===== src/cmc_pkg.sv =====
package cmc_pkg;
  // ==========================================================================
  // Register map
  localparam logic [7:0] MSG_CTRL_B_ADDR    = 8'h0B;
  localparam logic [7:0] CHAN_STAT_A_ADDR   = 8'h0C;
  localparam logic [7:0] MSG_CTRL_B_RESET   = 8'h00;
  localparam logic [7:0] CHAN_STAT_A_RESET  = 8'h00;
  localparam logic [7:0] UNMAPPED_READ      = 8'h00;

  // ==========================================================================
  // message_control_b fields
  localparam int TX_DELETE_ON_ERROR_BIT    = 7;
  localparam int HOST_CHECKSUM_VERIFY_BIT  = 6;
  localparam int CHECKSUM_INSERT_BIT       = 5;
  localparam int TX_SIZE_CHECK_EN_BIT      = 4;
  localparam int TX_KEEP_MESSAGE_BIT       = 3;
  localparam int RX_CHECKSUM_CHECK_EN_BIT  = 2;
  localparam int RX_WHOLE_MSG_READY_EN_BIT = 1;
  localparam int LINE_POLARITY_INVERT_BIT  = 0;

  // ==========================================================================
  // channel_status_a fields
  localparam int CHANNEL_SOFT_RESET_BIT    = 7;
  localparam int FRAMER_ENABLE_BIT         = 6;
  localparam int SUPPLY_LIMIT_LATCHED_BIT  = 5;
  localparam int SUPPLY_UV_LATCHED_BIT     = 4;
  localparam int LINE_FAULT_LATCHED_BIT    = 3;
  localparam int SUPPLY_LIMIT_NOW_BIT      = 2;
  localparam int SUPPLY_UV_NOW_BIT         = 1;
  localparam int LINE_FAULT_NOW_BIT        = 0;

  // ==========================================================================
  // Message checksum
  localparam logic [7:0] CHECKSUM_SEED     = 8'h52;
  localparam logic [7:0] CHECK_TYPE_INDEX  = 8'h01;
  localparam logic [7:0] CHECKSUM_MASK     = 8'hC0;
endpackage


===== src/cmc_cor_flag.sv =====
`timescale 1ns/10ps
module cmc_cor_flag (
  input  wire logic clock,   // System clock
  input  wire logic srst,    // Synchronous reset
  input  wire logic kill,    // Channel soft reset, wins over all
  input  wire logic level,   // Real-time condition
  input  wire logic clr,     // Status register read
  output logic      latched  // Clear-on-read copy
);
  logic prev;
  logic next_prev;
  logic next_latched;

  // ==========================================================================
  // Rising edge latch, set wins over read
  always_comb begin
    next_prev    = level;
    next_latched = latched;
    if (clr) begin
      next_latched = 1'b0;
    end
    if (level && !prev) begin
      next_latched = 1'b1;
    end
    if (kill) begin
      next_latched = 1'b0;
    end
  end

  always_ff @(posedge clock) begin
    if (srst) begin
      prev    <= 1'b0;
      latched <= 1'b0;
    end else begin
      prev    <= next_prev;
      latched <= next_latched;
    end
  end
endmodule


===== src/cmc_chk6.sv =====
`timescale 1ns/10ps
module cmc_chk6 (
  input  wire logic       clock,     // System clock
  input  wire logic       srst,      // Synchronous reset
  input  wire logic       restart,   // Start a new message
  input  wire logic       in_valid,  // Byte strobe
  input  wire logic [7:0] in_data,   // Byte
  input  wire logic       mask_low,  // Zero the six checksum bits of this byte
  output logic      [5:0] csum       // Compressed checksum of bytes so far
);
  logic [7:0] acc;
  logic [7:0] next_acc;
  logic [7:0] term;

  // ==========================================================================
  // XOR accumulation from the seed
  always_comb begin
    term     = mask_low ? (in_data & cmc_pkg::CHECKSUM_MASK) : in_data;
    next_acc = acc;
    if (restart) begin
      next_acc = cmc_pkg::CHECKSUM_SEED;
    end else if (in_valid) begin
      next_acc = acc ^ term;
    end
  end

  always_ff @(posedge clock) begin
    if (srst) begin
      acc <= cmc_pkg::CHECKSUM_SEED;
    end else begin
      acc <= next_acc;
    end
  end

  // Fold eight bits to six
  assign csum = {acc[7] ^ acc[5] ^ acc[3] ^ acc[1], acc[6] ^ acc[4] ^ acc[2] ^ acc[0],
                 acc[7] ^ acc[6], acc[5] ^ acc[4], acc[3] ^ acc[2], acc[1] ^ acc[0]};
endmodule


===== src/cmc_channel_regs.sv =====
// Behaviour
// - Bad fully loaded message, delete enabled: clear transmit queue B.
// - Host checksum verify compares host check bits to own value, flags mismatch.
// - Checksum insert replaces the six check bits with the computed checksum.
// - Size check compares queued byte count with length field; error pulses.
// - Message still loading when sending begins is never auto deleted.
// - Keep bit holds the queue after sending; otherwise queue is emptied.
// - Receive checksum check flags a failed device message checksum.
// - Ready event after whole good message, or at first word when clear.
// - Polarity bit clear inverts line to tx/rx pins; set follows line.
// - Channel A soft reset clears framer enable, the three latched bits and both A queues, self clears; the real-time bits are kept.
// - Framer enable selects internal handler over external UART pins.
// - Supply limit latch sets on rising edge, clears on status read.
// - Undervoltage latch sets on rising edge, clears on status read.
// - Line fault latch sets on rising edge, clears on status read.
// - Supply limit flag after blanking time, clears on leaving autoretry.
// - Undervoltage flag sets on falling threshold, clears on rising threshold.
// - Line fault flag follows the driver fault in real time.
// - Receive and transmit checksum errors clear on error register read.
`timescale 1ns/10ps
module cmc_channel_regs #(
  parameter int BLANK_W = 16  // Width of blanking count
) (
  input  wire logic               clock,                // 50 MHz system clock
  input  wire logic               srst,                 // Synchronous reset
  // Register port from the serial front end
  input  wire logic [7:0]         reg_addr,             // Register address
  input  wire logic               reg_wr,               // Write strobe
  input  wire logic               reg_rd,               // Read strobe
  input  wire logic [7:0]         reg_wdata,            // Write data
  output logic      [7:0]         reg_rdata,            // Read data, next cycle
  // Channel B transmit side
  input  wire logic               tx_load_valid_b,      // Byte written to queue
  input  wire logic [7:0]         tx_load_data_b,       // That byte
  input  wire logic               tx_msg_loaded_b,      // Message fully loaded
  input  wire logic [7:0]         tx_length_field,      // Byte count of message
  input  wire logic               tx_send_start_b,      // Sending begins
  input  wire logic               tx_send_done_b,       // Sending finished
  input  wire logic               transmit_queue_clear_b, // Host queue clear
  input  wire logic               line_error_read_b,    // Error register read
  output logic                    tx_queue_reset_b,     // Empty transmit queue
  output logic      [7:0]         check_type_octet,     // Octet to send
  output logic                    tx_error_irq_b,       // Transmit error pulse
  output logic                    tx_checksum_err_b,    // Sticky flag
  // Channel B receive side
  input  wire logic               rx_word_valid_b,      // Word into queue
  input  wire logic [7:0]         rx_word_data_b,       // That word
  input  wire logic               rx_word_last_b,       // Last word of response
  input  wire logic               rx_frame_bad_b,       // Other receive error
  output logic                    rx_checksum_err_b,    // Sticky flag
  output logic                    rx_data_ready_irq_b,  // Ready pulse
  // Channel B line polarity
  input  wire logic               line_pin_b,           // Line receiver level
  input  wire logic               tx_pin_b,             // Transmit data
  output logic                    rx_pin_b,             // Receive data
  output logic                    line_drive_b,         // Line driver level
  // Channel A pins
  input  wire logic               framer_tx_a,          // Internal framer data
  input  wire logic               framer_txen_a,        // Internal framer enable
  input  wire logic               tx_pin_a,             // External UART data
  input  wire logic               tx_drive_enable_pin_a, // External UART enable
  input  wire logic               line_rx_a,            // Line receiver level
  output logic                    rx_pin_a,             // To external UART
  output logic                    framer_rx_a,          // To internal framer
  output logic                    line_drive_a,         // Line driver level
  output logic                    line_drive_en_a,      // Line driver enable
  output logic                    framer_enable_a,      // Handler and queues on
  output logic                    queue_reset_a,        // Empty both A queues
  // Channel A supply and fault sources
  input  wire logic               supply_overcurrent_a, // Raw over-current
  input  wire logic               supply_autoretry_a,   // In autoretry limiting
  input  wire logic [BLANK_W-1:0] blanking_cycles_a,    // Programmed blanking
  input  wire logic               supply_fall_a,        // Below falling threshold
  input  wire logic               supply_rise_a,        // Above rising threshold
  input  wire logic               driver_fault_a,       // Line driver fault
  output logic                    status_irq            // Any latched flag
);
  if (BLANK_W < 1 || BLANK_W > 32) begin : g_bad_width
    $error("BLANK_W out of range");
  end

  // ==========================================================================
  // Register file
  logic [7:0] msg_ctrl;
  logic [7:0] next_msg_ctrl;
  logic       soft_rst_pend;
  logic       next_soft_rst_pend;
  logic       next_framer_enable_a;
  logic [7:0] next_reg_rdata;
  logic       stat_read;
  logic       supply_limit_now_a;
  logic       supply_undervolt_now_a;
  logic       line_fault_now_a;
  logic       supply_limit_latched_a;
  logic       supply_undervolt_latched_a;
  logic       line_fault_latched_a;
  logic [7:0] chan_stat;

  assign stat_read = reg_rd && (reg_addr == cmc_pkg::CHAN_STAT_A_ADDR);

  always_comb begin
    chan_stat = cmc_pkg::CHAN_STAT_A_RESET;
    chan_stat[cmc_pkg::CHANNEL_SOFT_RESET_BIT]   = soft_rst_pend;
    chan_stat[cmc_pkg::FRAMER_ENABLE_BIT]        = framer_enable_a;
    chan_stat[cmc_pkg::SUPPLY_LIMIT_LATCHED_BIT] = supply_limit_latched_a;
    chan_stat[cmc_pkg::SUPPLY_UV_LATCHED_BIT]    = supply_undervolt_latched_a;
    chan_stat[cmc_pkg::LINE_FAULT_LATCHED_BIT]   = line_fault_latched_a;
    chan_stat[cmc_pkg::SUPPLY_LIMIT_NOW_BIT]     = supply_limit_now_a;
    chan_stat[cmc_pkg::SUPPLY_UV_NOW_BIT]        = supply_undervolt_now_a;
    chan_stat[cmc_pkg::LINE_FAULT_NOW_BIT]       = line_fault_now_a;
  end

  always_comb begin
    next_msg_ctrl        = msg_ctrl;
    next_framer_enable_a = framer_enable_a;
    next_soft_rst_pend   = 1'b0;
    next_reg_rdata       = reg_rdata;
    if (soft_rst_pend) begin
      next_framer_enable_a = 1'b0;
    end else if (reg_wr && reg_addr == cmc_pkg::CHAN_STAT_A_ADDR) begin
      next_framer_enable_a = reg_wdata[cmc_pkg::FRAMER_ENABLE_BIT];
      next_soft_rst_pend   = reg_wdata[cmc_pkg::CHANNEL_SOFT_RESET_BIT];
    end
    if (reg_wr && reg_addr == cmc_pkg::MSG_CTRL_B_ADDR) begin
      next_msg_ctrl = reg_wdata;
    end
    if (reg_rd) begin
      unique case (reg_addr)
        cmc_pkg::MSG_CTRL_B_ADDR:  next_reg_rdata = msg_ctrl;
        cmc_pkg::CHAN_STAT_A_ADDR: next_reg_rdata = chan_stat;
        default:                   next_reg_rdata = cmc_pkg::UNMAPPED_READ;
      endcase
    end
  end

  always_ff @(posedge clock) begin
    if (srst) begin
      msg_ctrl        <= cmc_pkg::MSG_CTRL_B_RESET;
      framer_enable_a <= 1'b0;
      soft_rst_pend   <= 1'b0;
      reg_rdata       <= cmc_pkg::UNMAPPED_READ;
    end else begin
      msg_ctrl        <= next_msg_ctrl;
      framer_enable_a <= next_framer_enable_a;
      soft_rst_pend   <= next_soft_rst_pend;
      reg_rdata       <= next_reg_rdata;
    end
  end

  assign queue_reset_a = soft_rst_pend;

  // ==========================================================================
  // Channel A real-time conditions
  logic [BLANK_W-1:0] blank_cnt;
  logic [BLANK_W-1:0] next_blank_cnt;
  logic               next_limit_now;
  logic               next_uv_now;

  always_comb begin
    next_blank_cnt = blank_cnt;
    next_limit_now = supply_limit_now_a;
    next_uv_now    = supply_undervolt_now_a;
    if (!supply_overcurrent_a) begin
      next_blank_cnt = '0;
    end else if (blank_cnt != blanking_cycles_a) begin
      next_blank_cnt = blank_cnt + BLANK_W'(1);
    end else begin
      next_limit_now = 1'b1;
    end
    if (supply_limit_now_a && !supply_autoretry_a) begin
      next_limit_now = 1'b0;
    end
    if (supply_fall_a) begin
      next_uv_now = 1'b1;
    end else if (supply_rise_a) begin
      next_uv_now = 1'b0;
    end
  end

  always_ff @(posedge clock) begin
    if (srst) begin
      blank_cnt              <= '0;
      supply_limit_now_a     <= 1'b0;
      supply_undervolt_now_a <= 1'b0;
      line_fault_now_a       <= 1'b0;
    end else begin
      blank_cnt              <= next_blank_cnt;
      supply_limit_now_a     <= next_limit_now;
      supply_undervolt_now_a <= next_uv_now;
      line_fault_now_a       <= driver_fault_a;
    end
  end

  cmc_cor_flag u_limit_flag (
    .clock   (clock),
    .srst    (srst),
    .kill    (soft_rst_pend),
    .level   (supply_limit_now_a),
    .clr     (stat_read),
    .latched (supply_limit_latched_a)
  );

  cmc_cor_flag u_uv_flag (
    .clock   (clock),
    .srst    (srst),
    .kill    (soft_rst_pend),
    .level   (supply_undervolt_now_a),
    .clr     (stat_read),
    .latched (supply_undervolt_latched_a)
  );

  cmc_cor_flag u_fault_flag (
    .clock   (clock),
    .srst    (srst),
    .kill    (soft_rst_pend),
    .level   (line_fault_now_a),
    .clr     (stat_read),
    .latched (line_fault_latched_a)
  );

  assign status_irq = supply_limit_latched_a | supply_undervolt_latched_a
                    | line_fault_latched_a;

  // ==========================================================================
  // Channel A pin routing
  always_ff @(posedge clock) begin
    if (srst) begin
      line_drive_a    <= 1'b0;
      line_drive_en_a <= 1'b0;
      rx_pin_a        <= 1'b1;
      framer_rx_a     <= 1'b1;
    end else begin
      line_drive_a    <= framer_enable_a ? framer_tx_a : tx_pin_a;
      line_drive_en_a <= framer_enable_a ? framer_txen_a : tx_drive_enable_pin_a;
      rx_pin_a        <= framer_enable_a ? 1'b1 : line_rx_a;
      framer_rx_a     <= framer_enable_a ? line_rx_a : 1'b1;
    end
  end

  // ==========================================================================
  // Channel B transmit checks
  logic [7:0] tx_count;
  logic [7:0] next_tx_count;
  logic [7:0] host_ckt;
  logic [7:0] next_host_ckt;
  logic       tx_sending;
  logic       next_tx_sending;
  logic [5:0] tx_csum;
  logic       size_err;
  logic       chk_err;
  logic       delete_now;
  logic       auto_clear;
  logic       queue_clear;
  logic       next_tx_err_irq;
  logic       next_tx_chk_err;
  logic [7:0] next_ckt_out;

  always_comb begin
    size_err   = msg_ctrl[cmc_pkg::TX_SIZE_CHECK_EN_BIT]
               && (tx_count != tx_length_field);
    chk_err    = msg_ctrl[cmc_pkg::HOST_CHECKSUM_VERIFY_BIT]
               && (host_ckt[5:0] != tx_csum);
    delete_now = tx_msg_loaded_b && !tx_sending && (size_err || chk_err)
               && msg_ctrl[cmc_pkg::TX_DELETE_ON_ERROR_BIT];
    auto_clear = tx_send_done_b && !msg_ctrl[cmc_pkg::TX_KEEP_MESSAGE_BIT];
    queue_clear = delete_now || auto_clear || transmit_queue_clear_b;
    next_tx_count   = tx_count;
    next_host_ckt   = host_ckt;
    next_tx_sending = tx_sending;
    next_tx_err_irq = tx_msg_loaded_b && (size_err || chk_err);
    next_tx_chk_err = tx_checksum_err_b;
    if (line_error_read_b) begin
      next_tx_chk_err = 1'b0;
    end
    if (tx_msg_loaded_b && chk_err) begin
      next_tx_chk_err = 1'b1;
    end
    if (tx_send_start_b) begin
      next_tx_sending = 1'b1;
    end else if (tx_send_done_b) begin
      next_tx_sending = 1'b0;
    end
    if (queue_clear) begin
      next_tx_count = '0;
      next_host_ckt = '0;
    end else if (tx_load_valid_b) begin
      next_tx_count = tx_count + 8'h01;
      if (tx_count == cmc_pkg::CHECK_TYPE_INDEX) begin
        next_host_ckt = tx_load_data_b;
      end
    end
    next_ckt_out = msg_ctrl[cmc_pkg::CHECKSUM_INSERT_BIT]
                 ? {host_ckt[7:6], tx_csum} : host_ckt;
  end

  always_ff @(posedge clock) begin
    if (srst) begin
      tx_count          <= '0;
      host_ckt          <= '0;
      tx_sending        <= 1'b0;
      tx_error_irq_b    <= 1'b0;
      tx_checksum_err_b <= 1'b0;
      check_type_octet  <= '0;
      tx_queue_reset_b  <= 1'b0;
    end else begin
      tx_count          <= next_tx_count;
      host_ckt          <= next_host_ckt;
      tx_sending        <= next_tx_sending;
      tx_error_irq_b    <= next_tx_err_irq;
      tx_checksum_err_b <= next_tx_chk_err;
      check_type_octet  <= next_ckt_out;
      tx_queue_reset_b  <= queue_clear;
    end
  end

  cmc_chk6 u_tx_chk (
    .clock    (clock),
    .srst     (srst),
    .restart  (queue_clear),
    .in_valid (tx_load_valid_b),
    .in_data  (tx_load_data_b),
    .mask_low (tx_count == cmc_pkg::CHECK_TYPE_INDEX),
    .csum     (tx_csum)
  );

  // ==========================================================================
  // Channel B receive checks
  logic       rx_first;
  logic       next_rx_first;
  logic       rx_bad;
  logic       next_rx_bad;
  logic       rx_last_d;
  logic [5:0] rx_ckt_bits;
  logic [5:0] rx_csum;
  logic       rx_sum_fail;
  logic       next_rx_chk_err;
  logic       next_rx_ready;

  always_comb begin
    rx_sum_fail     = rx_last_d && msg_ctrl[cmc_pkg::RX_CHECKSUM_CHECK_EN_BIT]
                    && (rx_csum != rx_ckt_bits);
    next_rx_first   = rx_first;
    next_rx_bad     = rx_bad || (rx_word_valid_b && rx_frame_bad_b);
    next_rx_chk_err = rx_checksum_err_b;
    next_rx_ready   = 1'b0;
    if (line_error_read_b) begin
      next_rx_chk_err = 1'b0;
    end
    if (rx_sum_fail) begin
      next_rx_chk_err = 1'b1;
    end
    if (rx_word_valid_b) begin
      next_rx_first = 1'b0;
      if (!msg_ctrl[cmc_pkg::RX_WHOLE_MSG_READY_EN_BIT] && rx_first) begin
        next_rx_ready = 1'b1;
      end
    end
    if (rx_last_d) begin
      next_rx_first = 1'b1;
      next_rx_bad   = 1'b0;
      if (msg_ctrl[cmc_pkg::RX_WHOLE_MSG_READY_EN_BIT] && !rx_bad && !rx_sum_fail) begin
        next_rx_ready = 1'b1;
      end
    end
  end

  always_ff @(posedge clock) begin
    if (srst) begin
      rx_first            <= 1'b1;
      rx_bad              <= 1'b0;
      rx_last_d           <= 1'b0;
      rx_ckt_bits         <= '0;
      rx_checksum_err_b   <= 1'b0;
      rx_data_ready_irq_b <= 1'b0;
    end else begin
      rx_first            <= next_rx_first;
      rx_bad              <= next_rx_bad;
      rx_last_d           <= rx_word_valid_b && rx_word_last_b;
      rx_ckt_bits         <= rx_word_data_b[5:0];
      rx_checksum_err_b   <= next_rx_chk_err;
      rx_data_ready_irq_b <= next_rx_ready;
    end
  end

  cmc_chk6 u_rx_chk (
    .clock    (clock),
    .srst     (srst),
    .restart  (rx_last_d),
    .in_valid (rx_word_valid_b),
    .in_data  (rx_word_data_b),
    .mask_low (rx_word_last_b),
    .csum     (rx_csum)
  );

  // ==========================================================================
  // Channel B line polarity
  always_ff @(posedge clock) begin
    if (srst) begin
      rx_pin_b     <= 1'b0;
      line_drive_b <= 1'b0;
    end else begin
      rx_pin_b     <= msg_ctrl[cmc_pkg::LINE_POLARITY_INVERT_BIT] ? line_pin_b : ~line_pin_b;
      line_drive_b <= msg_ctrl[cmc_pkg::LINE_POLARITY_INVERT_BIT] ? tx_pin_b : ~tx_pin_b;
    end
  end
endmodule


===== config.mk =====
export PLATFORM = sky130hd
export DESIGN_NAME = cmc_channel_regs
export DESIGN_NICKNAME = d
export VERILOG_FILES = /design/src/cmc_pkg.sv /design/src/cmc_cor_flag.sv /design/src/cmc_chk6.sv /design/src/cmc_channel_regs.sv
export SDC_FILE = /design/constraint.sdc
export NUM_CORES = 1
export LEC_CHECK = 0
export BUFFER_PORTS_ARGS = -buffer_cell sky130_fd_sc_hd__buf_2
export CORE_MARGIN = 2
export CORE_UTILIZATION = 43
export CTS_CLUSTER_DIAMETER = 60
export DETAILED_ROUTE_END_ITERATION = 16
export HOLD_SLACK_MARGIN = 0.12
export PLACE_DENSITY_LB_ADDON = 0.3
export SYNTH_ARGS = -nofsm -noshare
export SYNTH_HDL_FRONTEND = slang
export SYNTH_SLANG_ARGS = --single-unit

===== constraint.sdc =====
create_clock -name clock -period 2.4 [get_ports clock]
set_clock_uncertainty 0.1 [all_clocks]
set_input_delay 0.12 -clock clock [delete_from_list [all_inputs] [get_ports clock]]
set_output_delay 0.12 -clock clock [all_outputs]
set_load 0.02 [all_outputs]

==> results.md <==
Run status:
- The flow ran to the end, and the final reports show no timing, DRC or antenna violations.

Logic synthesis:
- The compound-cell area share of the yosys netlist is under 10%.
- By area, the combinational part of the netlist is dominated by simple AND/OR/NAND/NOR gates.
- The share of flip-flops with an asynchronous set or reset is 0%.
- Sorting the synthesized cells by area gives the leading types as sky130_fd_sc_hd__dfxtp_1 (42%), sky130_fd_sc_hd__xnor2_1 (7.0%), sky130_fd_sc_hd__xnor3_1 (5.5%).
- The count of cell types in the netlist is 49.
- The fraction of the mapped netlist area in adder cells is 0.7647%.
- The average instance in the mapped netlist occupies 9.837 sq um.
- The multiplexer share of the synthesized area is about 5%.
- The post-synth design cell area is between 0.004 and 0.005 sq mm.
- The number of warnings printed during yosys synthesis is 0.
- The simple-gate area share of the yosys netlist is between 20 and 25%.
- Summed over all instances, the cell type with the most area after synthesis is sky130_fd_sc_hd__dfxtp_1.
- In the synthesized netlist the dominant register cell turns out to be sky130_fd_sc_hd__dfxtp_1.
- The flip-flop and latch count after synthesis is 104.
- The area share of the largest cell type after synthesis is between 40% and 50%.
- The cell count after synthesis came out at between 400 and 500.
- The share of the yosys chip area belonging to registers is around 42%.
- The synthesized netlist devotes 16.54% of its cell area to XOR and XNOR gates.
- Synthesis produced a netlist with a net count of around 580.
- The number of flops mapped to enable cells by yosys is 0.

Clock tree:
- The post-cts gate resize count is 0.
- The clock input transition at the sequential cells of the worst setup and hold paths is about 0.07 ns.
- The H-tree generated during clock tree synthesis spans 3 levels.
- The tree is rooted in a sky130_fd_sc_hd__clkbuf_16.
- In this run, CTS created clock tree buffers numbering 9.
- After clock tree synthesis, the flow added hold-fix buffers numbering 51.
- After clock tree synthesis, the setup repair step added 0 buffers.
- The number of buffers on the longest clock path is 2.
- The TritonCTS clock tree is built.
- The clock insertion delay at the later pin of the skew report is 0.35 ns.
- The clock net in this run drives a total of 104 sinks.

Route:
- The routed wirelength normalized by instance count is ~15 um.
- In this run, the number of DRC markers left after iteration 0 of detailed routing was 190.
- In the routed layout, each cell is associated on average with a via count of 5.201.
- The wire length reported by the detailed router is ~12000 um.
- The antenna violation net count after detailed routing is 0.
- The number of design rule violations left after detail routing is 0.
- The detailed-router iteration count before antenna repair is 4.
- The total via count in the routed design is approximately 4100.

STA:
- The actual transition at the worst max-transition pin is ~0.63 ns.
- The final-report setup violation count is 0.
- The total negative slack for setup checks is 0 ns.
- The maximum clock frequency is 467.2 MHz.
- The smallest clock period supported by the final layout is computed as between 2 and 2.5 ns.
- The number of max-slew violations in the final report is 0.
- Setup repair after global routing left no endpoint under its margin.
- The relative slew slack is 58.08%.
- The tightest hold path in the finished design has a slack of around 0.13 ns.
- The total count of hold-check failures in the final report is 0.
- In the finished design, the share of the clock period the worst path needs comes to 89.19%.

Power and ir drop:
- The total power draw is between 3 and 4 mW.
- The leakage power total is 2.664 nW.
- Per report_power, the clock group accounts for between 40 and 50% of the total.
- The portion of total power attributed to combinational logic is between 9 and 10%.
- In this run the power density over the cells is 598.5 mW/mm^2.
- Of the total power, the share spent switching nets is 21.80%.
- The sequential cell fraction of total power is 46.8%.
- The switching power total is between 0.8 and 0.9 mW.
- Internal power comes to 2.991 mW.
- The worst-case IR drop observed on VDD is around 0.46 mV.

Global route:
- The overall global routing resource usage is between 20% and 30%.
- Entering global routing, the biggest net connects 29 pins.
- The first-pass GRT wire length is just over 20000 um.
- The number of antenna violations at the first check in global routing is 0.
- The via count of the first global-routing pass is 4262.
- The total overflow left after global routing is 0.

Critical path:
- The type of element capturing the critical path is a register.
- The kind of start point of the critical path is a register.
- The slowest stage cell on the critical path is sky130_fd_sc_hd__or4b_1.
- The largest single stage delay on the critical path is 0.56 ns.
- The signal on the critical path passes through inv_1, ha_1, or4b_1, nor2_1, nand2_1, mux2i_1, nor3_1.
- The worst-path maximum fanout is 8.
- Data on the critical path is required at its endpoint by roughly 2.5 ns.
- The worst setup path category is register to register.
- The worst endpoint data arrival time is between 2 and 2.5 ns.

Die:
- The core region is approximately 0.011 sq mm.
- The overall die height is ~110 um.
- The floorplan step defined a die boundary enclosing between 0.01 and 0.015 sq mm.
- From left edge to right edge, the die measures 110.8 um.
- The effective utilization at floorplan is between 40 and 50%.
- The placement row count is 39.
- For this design the top-level I/O count stands at 111.

Place:
- At the end of routability-driven placement, the weighted congestion stood at 0.8350.
- The half-perimeter wire length after detailed placement is between 8000 and 9000 um.
- The number of I/O port buffers is 110.

Flow run:
- The total of max-cap violations is 0.

Min path:
- The path category of the worst min-delay check is input pin to register.

Final layout:
- From synthesis to final layout, the design area changed by 30.21%.
- The number of antenna diodes in the final layout is 0.
- The net count of the finished layout is between 700 and 800.
- Cells with a size suffix above 1 make up between 20% and 30% of the layout.
[registers in the layout, summed over array words and instances, names as in the netlist, 8 cells and up]
name / flops
u_rx_chk.acc: 8
u_tx_chk.acc: 8
tx_count: 8
check_type_octet: 8
msg_ctrl: 8
host_ckt: 8
reg_rdata: 8
blank_cnt: 16
[Yosys cell counts (7+ instances only)]
master,number
sky130_fd_sc_hd__a21oi_1,22
sky130_fd_sc_hd__a221oi_1,8
sky130_fd_sc_hd__and3_1,8
sky130_fd_sc_hd__clkbuf_1,19
sky130_fd_sc_hd__dfxtp_1,104
sky130_fd_sc_hd__inv_1,8
sky130_fd_sc_hd__mux2i_1,25
sky130_fd_sc_hd__nand2_1,24
sky130_fd_sc_hd__nand2b_1,7
sky130_fd_sc_hd__nand3_1,8
sky130_fd_sc_hd__nand4_1,16
sky130_fd_sc_hd__nor2_1,46
sky130_fd_sc_hd__nor2b_1,27
sky130_fd_sc_hd__nor3_1,14
sky130_fd_sc_hd__nor3_2,9
sky130_fd_sc_hd__o211ai_1,7
sky130_fd_sc_hd__o21ai_0,8
sky130_fd_sc_hd__or3_1,7
sky130_fd_sc_hd__xnor2_1,39
sky130_fd_sc_hd__xnor3_1,12
sky130_fd_sc_hd__xor2_1,21
[final timing paths]
kind	start	end	slack, ns	cells after the start
worst max-delay path	tx_count[1]	host_ckt[3]	0.26	7
worst min-delay path	reg_rd	reg_rdata[5]	0.13	4
worst max register to register	tx_count[1]	host_ckt[3]	0.26	7
worst min register to register	tx_checksum_err_b	tx_checksum_err_b	0.37	2
[kinds of logic after synthesis]
| group | Yosys count |
|---|---|
| fa+ha+maj | 3 |
| flops | 104 |
| simple gates | 191 |
| mux | 25 |
| xor+xnor | 73 |
| compound gates | 65 |
| buf+inv | 38 |
[cell usage in the layout (no fill, tap or decap), types with 14 or more instances in the layout]
cell / n
sky130_fd_sc_hd__dfxtp_1: 104
sky130_fd_sc_hd__dlygate4sd3_1: 51
sky130_fd_sc_hd__nand4_1: 16
sky130_fd_sc_hd__nor2b_1: 27
sky130_fd_sc_hd__a21oi_1: 22
sky130_fd_sc_hd__xor2_1: 21
sky130_fd_sc_hd__mux2i_1: 25
sky130_fd_sc_hd__xnor2_1: 39
sky130_fd_sc_hd__nor2_1: 46
sky130_fd_sc_hd__nand2_1: 24
sky130_fd_sc_hd__buf_2: 110
sky130_fd_sc_hd__nor3_1: 14
[power groups by stage]
stage / registers [mW] / logic [mW] / clock network, mW
2_1_floorplan: 1.83 / 0.185 / 0
3_3_place_gp: 1.83 / 0.303 / 0
3_5_place_dp: 1.83 / 0.308 / 0
4_1_cts: 1.79 / 0.374 / 1.69
5_1_grt: 1.79 / 0.411 / 1.76
6_report: 1.79 / 0.376 / 1.66
[routing by layer]
layer / vias up / routed length [um] / GRT usage (%)
li1: 2045 / - / -
met5: - / 0 / 0
met3: 19 / 615 / 4.921
met2: 109 / 6008 / 35.46
met4: 0 / 218 / 5.917
met1: 1962 / 5318 / 24.92
[final cells by class]
type                            instances  area [sq um]
Inverter                                8         30.03
Multi-Input combinational cell        357          2656
Timing Repair Buffer                  167          1106
Sequential cell                       104          2082
Clock inverter                          5         105.1
Tap cell                              143         178.9
Fill cell                             977          4881
Clock buffer                           11         232.7
[per-stage QoR]
stage	utilization, %	setup slack [ns]	std cells	instance area [sq um]
2_1_floorplan	-	0.4056	499	4908
6_report	56.70	0.2594	795	6391
4_1_cts	56.70	0.2810	795	6391
3_5_place_dp	49.17	0.2946	728	5543
3_3_place_gp	49.17	0.3649	728	5543
5_1_grt	56.70	0.1258	795	6391
[critical path, delay by kind of cell (launching register included)]
| kind | cells | cell delay [ns] |
|---|---|---|
| adder cells (fa/ha/maj) | 1 | 0.13 |
| buffers and inverters | 1 | 0.08 |
| flip-flops | 1 | 0.37 |
| AND/OR/NAND/NOR | 4 | 1.05 |
| multiplexers | 1 | 0.28 |
Power figures use the tool's default switching activity.
